### config.mk
export PLATFORM = sky130hd
export DESIGN_NAME = eat_core
export DESIGN_NICKNAME = d
export VERILOG_FILES = /design/src/hdl/eat_pkg.sv /design/src/hdl/eat_core.sv
export SDC_FILE = /design/constraint.sdc
export NUM_CORES = 1
export LEC_CHECK = 0
export BUFFER_PORTS_ARGS = -buffer_cell sky130_fd_sc_hd__buf_2
export CELL_PAD_IN_SITES_DETAIL_PLACEMENT = 1
export CELL_PAD_IN_SITES_GLOBAL_PLACEMENT = 1
export CORE_MARGIN = 2
export CORE_UTILIZATION = 45
export DETAILED_ROUTE_END_ITERATION = 10
export GPL_TIMING_DRIVEN = 0
export PLACE_DENSITY_LB_ADDON = 0.1
export SYNTH_ARGS = -nofsm -noshare
export SYNTH_HDL_FRONTEND = slang
export SYNTH_SLANG_ARGS = --single-unit
export TNS_END_PERCENT = 50
### constraint.sdc
create_clock -name clk -period 3.23 [get_ports clk]
set_clock_uncertainty 0.2 [all_clocks]
set_input_delay 0.8075 -clock clk [delete_from_list [all_inputs] [get_ports clk]]
set_output_delay 0.8075 -clock clk [all_outputs]
set_load 0.02 [all_outputs]
### src/hdl/eat_pkg.sv
// Shared types, cost tables and timing constants for the cycle-timing sequencer
package eat_pkg;

   // Clocks in one bus cycle without wait states
   localparam int BUS_CLKS = 4;

   // Addressing mode codes, used as table index
   typedef logic [3:0] eat_mode_t;
   localparam eat_mode_t MODE_DREG = 4'h0; // data_register_operand direct
   localparam eat_mode_t MODE_AREG = 4'h1; // address_register_operand direct
   localparam eat_mode_t MODE_IND = 4'h2;  // Register indirect
   localparam eat_mode_t MODE_PINC = 4'h3; // Indirect, postincrement
   localparam eat_mode_t MODE_PDEC = 4'h4; // Indirect, predecrement
   localparam eat_mode_t MODE_DISP = 4'h5; // Indirect, 16-bit displacement
   localparam eat_mode_t MODE_IDX = 4'h6;  // Indirect, index_register_operand
   localparam eat_mode_t MODE_ABSW = 4'h7; // Absolute short
   localparam eat_mode_t MODE_ABSL = 4'h8; // Absolute long
   localparam eat_mode_t MODE_PCD = 4'h9;  // Program counter, displacement
   localparam eat_mode_t MODE_PCX = 4'hA;  // Program counter, index
   localparam eat_mode_t MODE_IMM = 4'hB;  // Immediate
   localparam int NUM_MODES = 12;

   // Kind of timed operation
   typedef enum logic [1:0] {
      OP_EA_FETCH = 2'h0,
      OP_EA_NOFETCH = 2'h1,
      OP_MOVE = 2'h2
   } eat_op_e;

   // Request: one address computation or one byte/word move
   typedef struct packed {
      eat_op_e op;
      logic long_sz;
      eat_mode_t src;
      eat_mode_t dst;
   } eat_req_s;

   // Cost entry: total clocks, reads, writes, combination allowed
   typedef struct packed {
      logic [5:0] clk;
      logic [2:0] rd;
      logic wr;
      logic ok;
   } eat_cost_s;

   // Result of one run, clocks include wait states
   typedef struct packed {
      logic [15:0] clocks;
      logic [2:0] rd;
      logic wr;
      logic err;
   } eat_res_s;

   localparam eat_cost_s COST_NONE = '{6'h00, 3'h0, 1'h0, 1'h1};
   localparam eat_cost_s COST_BAD = '{6'h00, 3'h0, 1'h0, 1'h0};
   // Opcode word fetch of a move
   localparam eat_cost_s COST_OPCODE = '{6'h04, 3'h1, 1'h0, 1'h1};

   localparam eat_cost_s EA_FETCH_BW [NUM_MODES] = '{
      COST_NONE, COST_NONE,
      '{6'h04, 3'h1, 1'h0, 1'h1}, '{6'h04, 3'h1, 1'h0, 1'h1},
      '{6'h06, 3'h1, 1'h0, 1'h1}, '{6'h08, 3'h2, 1'h0, 1'h1},
      '{6'h0A, 3'h2, 1'h0, 1'h1}, '{6'h08, 3'h2, 1'h0, 1'h1},
      '{6'h0C, 3'h3, 1'h0, 1'h1}, '{6'h08, 3'h2, 1'h0, 1'h1},
      '{6'h0A, 3'h2, 1'h0, 1'h1}, '{6'h04, 3'h1, 1'h0, 1'h1}};

   localparam eat_cost_s EA_FETCH_L [NUM_MODES] = '{
      COST_NONE, COST_NONE,
      '{6'h08, 3'h2, 1'h0, 1'h1}, '{6'h08, 3'h2, 1'h0, 1'h1},
      '{6'h0A, 3'h2, 1'h0, 1'h1}, '{6'h0C, 3'h3, 1'h0, 1'h1},
      '{6'h0E, 3'h3, 1'h0, 1'h1}, '{6'h0C, 3'h3, 1'h0, 1'h1},
      '{6'h10, 3'h4, 1'h0, 1'h1}, '{6'h0C, 3'h3, 1'h0, 1'h1},
      '{6'h0E, 3'h3, 1'h0, 1'h1}, '{6'h08, 3'h2, 1'h0, 1'h1}};

   localparam eat_cost_s EA_NOFETCH_BW [NUM_MODES] = '{
      COST_NONE, COST_NONE,
      '{6'h02, 3'h0, 1'h0, 1'h1}, '{6'h04, 3'h0, 1'h0, 1'h1},
      '{6'h04, 3'h0, 1'h0, 1'h1}, '{6'h04, 3'h0, 1'h0, 1'h1},
      '{6'h08, 3'h1, 1'h0, 1'h1}, '{6'h04, 3'h1, 1'h0, 1'h1},
      '{6'h08, 3'h2, 1'h0, 1'h1}, COST_BAD, COST_BAD, COST_BAD};

   localparam eat_cost_s EA_NOFETCH_L [NUM_MODES] = '{
      COST_NONE, COST_NONE,
      '{6'h02, 3'h0, 1'h0, 1'h1}, '{6'h04, 3'h0, 1'h0, 1'h1},
      '{6'h04, 3'h0, 1'h0, 1'h1}, '{6'h04, 3'h1, 1'h0, 1'h1},
      '{6'h08, 3'h1, 1'h0, 1'h1}, '{6'h04, 3'h1, 1'h0, 1'h1},
      '{6'h08, 3'h2, 1'h0, 1'h1}, COST_BAD, COST_BAD, COST_BAD};

   // Destination share of a byte/word move: extension reads plus the store
   localparam eat_cost_s MOVE_DST [NUM_MODES] = '{
      COST_NONE, COST_NONE,
      '{6'h04, 3'h0, 1'h1, 1'h1}, '{6'h04, 3'h0, 1'h1, 1'h1},
      '{6'h04, 3'h0, 1'h1, 1'h1}, '{6'h08, 3'h1, 1'h1, 1'h1},
      '{6'h0A, 3'h1, 1'h1, 1'h1}, '{6'h08, 3'h1, 1'h1, 1'h1},
      '{6'h0C, 3'h2, 1'h1, 1'h1}, COST_BAD, COST_BAD, COST_BAD};

   // Sequencer states, one-hot
   typedef enum logic [4:0] {
      ST_IDLE = 5'h01,
      ST_READ = 5'h02,
      ST_INT = 5'h04,
      ST_WRITE = 5'h08,
      ST_DONE = 5'h10
   } eat_state_e;

   // Reset value of the clock counts, and last phase of a bus cycle
   localparam logic [15:0] CLOCKS_RST = 16'h0000;
   localparam logic [1:0] PHASE_LAST = 2'h3;

endpackage

### src/hdl/eat_core.sv
// Bus-cycle sequencer that spends the documented clocks for address and move timing
`timescale 1ns/1ps

module eat_core
   import eat_pkg::*;
(
   input wire logic clk, // 250 MHz core clock
   input wire logic resetn, // Asynchronous reset, active low
   input wire logic req_valid, // Request offered
   output logic req_ready, // Sequencer can take a request
   input wire eat_req_s req, // Operation, size and modes
   output logic bus_rd, // Read bus cycle in progress
   output logic bus_wr, // Write bus cycle in progress
   input wire logic mem_ack, // Memory acknowledge, asynchronous
   output logic busy, // A run is in progress
   output logic done, // One-cycle pulse at end of run
   output eat_res_s res // Result, valid from done until next accept
);

   // State and counters
   eat_state_e state_q, state_d; // Sequencer state
   logic [2:0] rd_left_q; // Read cycles still to run
   logic [5:0] idle_left_q; // Internal clocks still to spend
   logic wr_left_q; // Write cycle still to run
   logic [1:0] phase_q; // Clock within the current bus cycle
   logic [15:0] tot_q; // Clocks spent so far in this run
   logic [15:0] waits_q; // Wait states seen in this run
   eat_cost_s plan_q; // Cost planned at accept
   eat_op_e op_q; // Operation of the running request
   logic err_q; // Request was not a timed combination
   logic ack_meta_q; // Acknowledge synchroniser, first stage
   logic ack_q; // Acknowledge synchroniser, second stage

   // Table lookups; unknown codes fall back to index zero and are refused
   logic src_ok, dst_ok; // Mode codes within the table
   eat_mode_t src_i, dst_i; // Safe table indexes
   eat_cost_s ea_cost; // Cost of an address computation
   eat_cost_s src_cost; // Source share of a move
   eat_cost_s dst_cost; // Destination share of a move
   eat_cost_s mv_cost; // Whole move
   eat_cost_s cost; // Selected cost
   logic [3:0] bus_cycles; // Reads plus writes
   logic [5:0] idle_clks; // Clocks with no bus cycle
   logic accept; // Request taken this cycle
   logic in_bus; // A bus cycle is running
   logic cyc_end; // Last clock of a bus cycle
   logic wait_clk; // Clock added by slow memory

   assign src_ok = (req.src <= MODE_IMM);
   assign dst_ok = (req.dst <= MODE_IMM);
   assign src_i = src_ok ? req.src : MODE_DREG;
   assign dst_i = dst_ok ? req.dst : MODE_DREG;

   // Index register width is not an input here, so it cannot alter timing
   // Fetch tables include extension words and the operand read
   // Register direct entries are zero in every table
   // Entries per mode and size
   // Further entries per mode and size
   assign ea_cost = (req.op == OP_EA_FETCH) ?
      (req.long_sz ? EA_FETCH_L[src_i] : EA_FETCH_BW[src_i]) :
      (req.long_sz ? EA_NOFETCH_L[src_i] : EA_NOFETCH_BW[src_i]);

   // Move = opcode fetch + source fetch + destination share
   assign src_cost = EA_FETCH_BW[src_i];
   assign dst_cost = MOVE_DST[dst_i];
   // Register and indirect cases come out of this sum
   // Displacement and absolute destinations likewise
   assign mv_cost.clk = 6'(COST_OPCODE.clk + src_cost.clk + dst_cost.clk);
   assign mv_cost.rd = 3'(COST_OPCODE.rd + src_cost.rd + dst_cost.rd);
   assign mv_cost.wr = dst_cost.wr;
   // Long moves are outside this sequencer and are refused
   // A source code past the table indexes as a register, so it must be refused here too
   assign mv_cost.ok = src_cost.ok & src_ok & dst_cost.ok & dst_ok & ~req.long_sz;

   // Select by operation; a reserved operation code is refused
   always_comb begin
      cost = COST_BAD;
      if (req.op == OP_MOVE) begin
         cost = mv_cost;
      end else if (req.op != OP_MOVE && req.op[1] == 1'b0) begin
         cost = ea_cost;
         cost.ok = ea_cost.ok & src_ok;
      end
   end

   // Internal clocks are what the total leaves after the bus cycles
   assign bus_cycles = 4'({1'b0, cost.rd} + {3'h0, cost.wr});
   assign idle_clks = 6'(cost.clk - 6'(bus_cycles * BUS_CLKS));

   // Handshake and bus qualifiers
   assign req_ready = (state_q == ST_IDLE);
   assign accept = req_valid & req_ready;
   assign in_bus = (state_q == ST_READ) || (state_q == ST_WRITE);
   // A cycle ends at its fourth clock, or later if memory is slow
   assign cyc_end = in_bus && (phase_q == PHASE_LAST) && ack_q;
   // Each clock held at the last phase is one wait state
   assign wait_clk = in_bus && (phase_q == PHASE_LAST) && !ack_q;

   // Reads first, then internal clocks, then the store
   function automatic eat_state_e pick(input logic [2:0] r, input logic [5:0] i,
                                       input logic w);
      eat_state_e s;
      s = ST_DONE;
      if (r != 3'h0) begin
         s = ST_READ;
      end else if (i != 6'h00) begin
         s = ST_INT;
      end else if (w) begin
         s = ST_WRITE;
      end
      return s;
   endfunction

   // Next state
   always_comb begin
      state_d = state_q;
      unique case (state_q)
         ST_IDLE: begin
            if (accept) begin
               // A refused combination ends at once with err set
               state_d = cost.ok ? pick(cost.rd, idle_clks, cost.wr) : ST_DONE;
            end
         end
         ST_READ: begin
            if (cyc_end) begin
               state_d = pick(3'(rd_left_q - 3'h1), idle_left_q, wr_left_q);
            end
         end
         ST_INT: begin
            if (idle_left_q == 6'h01) begin
               state_d = pick(3'h0, 6'h00, wr_left_q);
            end
         end
         ST_WRITE: begin
            if (cyc_end) begin
               state_d = ST_DONE;
            end
         end
         ST_DONE: begin
            state_d = ST_IDLE;
         end
      endcase
   end

   // State register
   always_ff @(posedge clk or negedge resetn) begin
      if (!resetn) begin
         state_q <= ST_IDLE;
      end else begin
         state_q <= state_d;
      end
   end

   // Acknowledge comes from another timing domain; two flops before use
   always_ff @(posedge clk or negedge resetn) begin
      if (!resetn) begin
         ack_meta_q <= 1'b0;
         ack_q <= 1'b0;
      end else begin
         ack_meta_q <= mem_ack;
         ack_q <= ack_meta_q;
      end
   end

   // Plan latched at accept
   always_ff @(posedge clk or negedge resetn) begin
      if (!resetn) begin
         plan_q <= COST_NONE;
         op_q <= OP_EA_FETCH;
         err_q <= 1'b0;
      end else if (accept) begin
         // A refused request reports no bus cycles, whatever the tables summed to
         plan_q <= cost.ok ? cost : COST_BAD;
         op_q <= req.op;
         err_q <= ~cost.ok;
      end
   end

   // Reads left; counts down at the end of each read cycle
   always_ff @(posedge clk or negedge resetn) begin
      if (!resetn) begin
         rd_left_q <= 3'h0;
      end else if (accept) begin
         rd_left_q <= cost.ok ? cost.rd : 3'h0;
      end else if (cyc_end && state_q == ST_READ) begin
         rd_left_q <= 3'(rd_left_q - 3'h1);
      end
   end

   // Internal clocks left; the bus stays quiet meanwhile
   always_ff @(posedge clk or negedge resetn) begin
      if (!resetn) begin
         idle_left_q <= 6'h00;
      end else if (accept) begin
         idle_left_q <= cost.ok ? idle_clks : 6'h00;
      end else if (state_q == ST_INT) begin
         idle_left_q <= 6'(idle_left_q - 6'h01);
      end
   end

   // Store pending; only moves ever plan one
   always_ff @(posedge clk or negedge resetn) begin
      if (!resetn) begin
         wr_left_q <= 1'b0;
      end else if (accept) begin
         wr_left_q <= cost.ok & cost.wr & (req.op == OP_MOVE);
      end else if (cyc_end && state_q == ST_WRITE) begin
         wr_left_q <= 1'b0;
      end
   end

   // Bus phase: counts 0..3 and holds at 3 until acknowledged
   always_ff @(posedge clk or negedge resetn) begin
      if (!resetn) begin
         phase_q <= 2'h0;
      end else if (!in_bus || cyc_end) begin
         phase_q <= 2'h0;
      end else if (phase_q != PHASE_LAST) begin
         phase_q <= 2'(phase_q + 2'h1);
      end
   end

   // Clock total of the run, so wait states land in it one for one
   always_ff @(posedge clk or negedge resetn) begin
      if (!resetn) begin
         tot_q <= CLOCKS_RST;
         waits_q <= CLOCKS_RST;
      end else if (accept) begin
         tot_q <= CLOCKS_RST;
         waits_q <= CLOCKS_RST;
      end else if (state_q != ST_IDLE && state_q != ST_DONE) begin
         tot_q <= 16'(tot_q + 16'h0001);
         waits_q <= 16'(waits_q + {15'h0000, wait_clk});
      end
   end

   // Outputs, decoded from the state flops; res straight from flops
   assign bus_rd = (state_q == ST_READ);
   assign bus_wr = (state_q == ST_WRITE);
   assign busy = !req_ready;
   assign done = (state_q == ST_DONE);
   assign res = '{tot_q, plan_q.rd, plan_q.wr, err_q};
endmodule

# [Word level (Yosys, flattened, before mapping)]
# Memories as Yosys holds them, arrays and structs flattened.
# Cells that the tools add are included.
[classes] addsub=10 n_reduce_logical=21 n_mux=42 bitwise=13 eq_ne=16 n_lt_le_gt_ge=4
[ops] operator="two-way mux 11 bit" n=15
[ops] operator="two-way mux 5 bit" n=12
[ops] operator="two-way mux 16 bit" n=2
[ops] operator="one-hot mux 5 bit (5 select lines)" n=1
[ops] operator="two-way mux 6 bit" n=3
[ops] operator="adder 16 x 1 -> 16 bit, second input constant" n=1
[ops] operator="nonzero test 6 bit" n=2
[ops] operator=">= comparator 5 bit, second input constant" n=2
[ops] operator="inverter 4 -> 5 bit" n=2
[ops] operator="nonzero test 2 bit" n=5
[ops] operator="two-way mux 3 bit" n=3
[ops] operator="bitwise AND 1 bit" n=8
[ops] operator="<= comparator 4 bit, second input constant" n=2
[ops] operator="two-way mux 4 bit" n=2
[ops] operator="adder 3 x 6 -> 6 bit, first input constant" n=1
[ops] operator="adder 6 bit" n=1
[ops] operator="equality test 6 x 1 -> 1 bit, second input constant" n=1
[ops] operator="logical AND 1 bit" n=6
[ops] operator="!= test 2 x 1 -> 1 bit, second input constant" n=3
[ops] operator="!= test 2 bit, second input constant" n=3
[ops] operator="nonzero test 3 bit" n=2
[ops] operator="subtractor 6 x 1 -> 6 bit, second input constant" n=1
[ops] operator="subtractor 6 bit" n=1
[ops] operator="equality test 5 x 1 -> 1 bit, second input constant" n=1
[ops] operator="other kinds (19)" n=26
[totals] mem_bits_ro=880 n_memories=5 input_bits=15 out_inout_bits=26 wordCells=122 ff_bits=40
[mem_list] memory="(name not given)" words=16 width=11 rd=1 rd_clocked_by_memory_dff=0 write_ports=0 line="eat_core.sv:65" text="assign dst_cost = MOVE_DST[dst_i];"
[mem_list] memory="(name not given)" words=16 width=11 rd=1 rd_clocked_by_memory_dff=0 write_ports=0 line="eat_core.sv:64" text="assign src_cost = EA_FETCH_BW[src_i];"
[mem_list] memory="(name not given)" words=16 width=11 rd=1 rd_clocked_by_memory_dff=0 write_ports=0 line="eat_core.sv:61" text="(req.long_sz ? EA_NOFETCH_L[src_i] : EA_NOFETCH_BW[src_i]);"
[mem_list] memory="(name not given)" words=16 width=11 rd=1 rd_clocked_by_memory_dff=0 write_ports=0 line="eat_core.sv:61"
[mem_list] memory="(name not given)" words=16 width=11 rd=1 rd_clocked_by_memory_dff=0 write_ports=0 line="eat_core.sv:60" text="(req.long_sz ? EA_FETCH_L[src_i] : EA_FETCH_BW[src_i]) :"

# [Longest topological paths before layout]
[logic_depth] ltp_word=19 depth_mapped=21 depth_no_buf=20

# [Worst setup path before layout]
# No wires, ideal clock.
[synth_path] path_type="in2reg" from="input port req[6] (netlist name)" to="register state_q[4]" required_ns=2.919 path_buffers=1 arrival_ns=4.475 setup_time_ns=0.111 slack_ns=-1.556 cell_stages=19 cell_sequence="buf_6 nand2_1 and2_1 ha_1 o22a_1 ha_1 fa_1 o21ai_1 nor2_2 inv_2 ha_1 inv_1 ha_1 nor2b_1 o21a_1 or3_1 a21oi_1 mux2i_4 a2111oi_2"
[synth_between] elab_chain_len=18 word_cells_on_any_way=39 cone_classes="6 x add/sub; 1 x order compare; 20 x mux; 6 x bitwise; 2 x reduce/logical; 4 x memory"
[synth_rtl] element="start, declared" line="eat_core.sv:11" text="input wire eat_req_s req,"
[synth_rtl] element="parallel branches: the longest is 9 deep, another holds memory read (16 x 11 bit)"
[synth_rtl] element="two-way mux 11 bit (*)" line="eat_core.sv:78" text="if (req.op == OP_MOVE) begin"
[synth_rtl] element="adder 3 x 1 -> 4 bit" line="eat_core.sv:87" text="assign bus_cycles = 4'({1'b0, cost.rd} + {3'h0, cost.wr});"
[synth_rtl] element="subtractor 6 bit" line="eat_core.sv:88" text="assign idle_clks = 6'(cost.clk - 6'(bus_cycles * BUS_CLKS));"
[synth_rtl] element="nonzero test 6 bit" line="eat_core.sv:106" text="end else if (i != 6'h00) begin"
[synth_rtl] element="two-way mux 5 bit" line="eat_core.sv:106"
[synth_rtl] element="two-way mux 5 bit" line="eat_core.sv:104" text="if (r != 3'h0) begin"
[synth_rtl] element="two-way mux 5 bit (*)" line="eat_core.sv:121" text="state_d = cost.ok ? pick(cost.rd, idle_clks, cost.wr) : ST_DONE;"
[synth_rtl] element="two-way mux 5 bit (*)" line="eat_core.sv:119" text="if (accept) begin"
[synth_rtl] element="one-hot mux 5 bit (5 select lines) (*)" line="eat_core.sv:117" text="unique case (state_q)"
[synth_rtl] element="end signal, assigned" line="eat_core.sv:150" text="state_q <= state_d;"
[synth_rtl] element="end, declared" line="eat_core.sv:21" text="eat_state_e state_q, state_d;"
# Every way passes the cells marked *. The select of a mux whose other input is x is not followed.
# A chain may end at the register's enable or synchronous reset.

# [Worst setup path after layout]
# Same ends and word-level chain as after synthesis.

==> impl_results.md <==
* Outcome: finished, violations left
* Failing checks: setup timing
* Detailed Place HPWL at slightly above 6000 um
* Worst Path Required at roughly 3.2 ns
* Mux cell area share after synthesis at ~2.2%
* Compound-Gate Fraction of Synth Area at 19.5%
* Avg Inst Size Synth at 8.85 um2
* # diodes at 0
* Syn nets at 390
* IO buf count at 39
* Layout cell share with drive strength beyond 1 at approximately 34%
* Syn Inst Count at between 300 and 400
* CTS Buf Count at 5
* Number of global-route vias before repair at between 2000 and 3000
* Syn-to-layout area delta at 28.4%
* Fill cells at approximately 800
* CP endpoint kind: flop
* Clk slew on worst S/H paths at about 0.080 ns
* Largest net degree at the start of global routing at approximately 40
* Post-route DRC at 0
* Unrepaired setup endpoints after global routing: yes
* Wire length on met2 at 4460 um
* Crit path time final at roughly 4.7 ns
* Critical path class: in -> reg
* Total power after layout at 2900 uW
* Synthesized-area fraction occupied by adder cells at between 10% and 20%
* Worst Path Arrival at 4.71 ns
* Commonest cells in the netlist: nor2_1 (41), dfrtp_1 (39), nand2_1 (24), a21oi_1 (22), ha_1 (21)
* Leakage at roughly 0.0018 uW
* DR vias/cell at around 5.8
* Die area at 7580 um2
* Top Ports at 41
* Worst vdd ir at between 0.0004 and 0.0005 V
* Via Count at approximately 2900
* Xor/xnor share of the synthesized area at between 6 and 7%
* Crit-path max FO at 5
* Top achievable clock speed at between 200 and 250 MHz
* Clock Sinks at 40
* Ranking of synthesized cells by area: dfrtp_1 (31%), ha_1 (8.5%), nor2_1 (5.0%)
* Worst-path cell chain: buf_8, buf_12, nand2_4, and2_4, ha_4, o22a_4, ha_4, fa_1, nor2b_1, a31oi_1, nor2_2, xnor2_2, ha_1, xor2_2, nand3_2, a211o_1, and3b_2, mux2i_4, a2111oi_4
* Dominant cell type by area after synthesis: dfrtp_1
* Synth unique cells at 67
* Final hold violations at 0
* Core Rows at 30
* Most common flop cell mapped by yosys: dfrtp_1
* Nets at 454
* Initial DRC Count at 112
* DIE WIDTH at between 80 and 90 um
* Root Buffer Master: clkbuf_8
* Register area share after synthesis at between 30% and 40%
* Total global routing overflow at 0
* Avg WL per Cell at 18.5 um
* CP startpoint kind: input pin
* Top Layer Used: met4
* Initial antenna violation count at 0
* Met1 Wirelength at about 4300 um
* Placed insts at between 400 and 500
* Reg2reg setup slack at 0.66 ns
* Asr flop ratio synth at 100%
* CP dominant cell by count: ha_4
* Synth Area in Simple Gates at 23.7%
* Yosys warns at 0
* Pwr dens at 728 nW/um2
* CTS tree: done
* Mapped Area at roughly 3100 um2
* Worst path slowest cell: fa_1
* # setup viols final at 8
* Die Height at ~87 um
* Crit share post-route at 146%
* Largest family of logic cells by synthesized area: simple AND/OR/NAND/NOR gates
* Worst setup margin at -1.49 ns
* Largest delay contributor family on the critical path: simple AND/OR/NAND/NOR gates
* Max incr delay on CP at between 0.3 and 0.4 ns
* Placer Congestion at 0.887
* CORE AREA at 6720 um2
* # hold bufs at CTS at 0
* Total of max-cap violations at 0
* Headroom to the max-slew limit at approximately two fifths
* Overall routing resource usage at between 20% and 30%
* Share of the synthesized area in the top cell type at 31.4%
* Type of the most critical hold path: reg -> reg
* Skew-Pair Late Insertion Delay at roughly 0.3 ns
* FF+latch count, synth at 40
* CTS Buffer Depth at 2
* First-pass GRT wire length at between 10000 and 15000 um
* Worst path buffer plus inverter count at 2
* DR WL met3 at between 200 and 300 um
* Max H-tree Level at 2
* Layout Cells excl Fill at just under 500
* Initial DRT Pass Iterations at 4
* Final slew viol count at 0
* Initial Util at 46.2%
* Final wirelength at roughly 9000 um
* ANT nets after route at 0
* Post-synth EDFFs at 0
* Slew @ Worst Pin at between 0.9 and 1 ns
* Count leader, synth: nor2_1
==> placed cells by master (no fill, tap or decap), drive strengths merged, types with 3 or more instances in the layout <==
cell | synthesis | routed
nand3 | 16 | 16
xor2 | 10 | 10
nand2b | 6 | 6
nor2b | 8 | 8
and2 | 3 | 3
and3 | 4 | 4
nand2 | 24 | 24
a31oi | 7 | 7
dfrtp | 39 | 39
nor3 | 12 | 12
a21oi | 23 | 23
nand4 | 3 | 3
inv | 22 | 22
nand3b | 3 | 3
ha | 21 | 21
fa | 3 | 3
o22ai | 3 | 3
or2 | 3 | 3
nor2 | 44 | 44
o21ai | 12 | 12
or3 | 4 | 4
o21a | 7 | 7
nor3b | 3 | 3
buf | 12 | 69
xnor2 | 13 | 13
o22a | 7 | 7
mux2i | 4 | 4
clkbuf | 2 | 7
==> kinds of logic after synthesis <==
logic type               Yosys count
multiplexers                       5
buffers and inverters             36
XOR/XNOR                          23
adder cells (fa/ha/maj)           24
flip-flops                        40
AND/OR/NAND/NOR                  141
AO/OA/AOI/OAI                     82
==> registers in the layout, summed over array words and instances, names as in the netlist <==
signal,cells
ack_meta_q,1
ack_q,1
err_q,1
idle_left_q,6
phase_q,2
rd_left_q,3
res,4
state_q,5
tot_q,16
wr_left_q,1
==> routing by layer <==
metal  track usage [%]  vias up
met4              5.54        0
met1              35.1     1420
li1                  -     1371
met5                 0        -
met2              38.7       58
met3              3.79       10
==> what timing repair did <==
item	in CTS	in global routing
endpoints found under the setup margin	10	10
pin swaps	15	10
setup buffers	12	7
gates resized for setup	23	27
==> where the power goes <==
group	switching (uW)	internal (uW)	leakage, uW
clock network	191	229	0.0000541
registers	207	714	0.000510
logic	921	642	0.00125
total	1320	1580	0.00181
==> worst reg2reg max path, delay by kind of cell, from the launching register on <==
kind	cells	cell delay, ns
flip-flops	1	0.36
AND/OR/NAND/NOR	4	1.01
AO/OA/AOI/OAI	2	0.29
buffers and inverters	3	0.63
==> metrics by stage <==
| step | setup WS (ns) | TNS (ns) | instance area, um2 | hold slack [ns] | utilization, % |
|---|---|---|---|---|---|
| 2_1_floorplan | -1.36 | -7.24 | 3200 | 0.131 | - |
| 3_3_place_gp | -1.88 | -11.91 | 3490 | 0.137 | 52.0 |
| 3_5_place_dp | -1.97 | -12.44 | 3490 | 0.146 | 52.0 |
| 4_1_cts | -1.36 | -6.99 | 3810 | 0.165 | 56.7 |
| 5_1_grt | -1.62 | -8.36 | 3990 | 0.175 | 59.3 |
| 6_report | -1.49 | -7.34 | 3990 | 0.160 | 59.3 |
==> final cells by class <==
type	count	area, um2	share of cell area (%)
Multi-Input combinational cell	275	2220	55.7
Timing Repair Buffer	57	362	9.07
Inverter	22	90.1	2.26
Buffer	14	100	2.51
Sequential cell	40	1000	25.1
Tap cell	80	100	2.51
Clock buffer	5	68.8	1.73
Clock inverter	3	42.5	1.07
==> path summary, 6_finish.rpt <==
check,startpoint,depth (start not counted),endpoint
max in group asynchronous,resetn,1,idle_left_q[4]$_DFFE_PN0P_
hold reg to reg,ack_meta_q$_DFF_PN0_,0,ack_q$_DFF_PN0_
setup / recovery,req[6],19,state_q[4]$_DFFE_PN0P_
setup reg to reg,state_q[1]$_DFFE_PN0P_,9,idle_left_q[1]$_DFFE_PN0P_
min in group asynchronous,resetn,1,res[4]$_DFFE_PN0P_
hold / removal,ack_meta_q$_DFF_PN0_,0,ack_q$_DFF_PN0_
No activity file was read; power rests on OpenSTA's default activity.
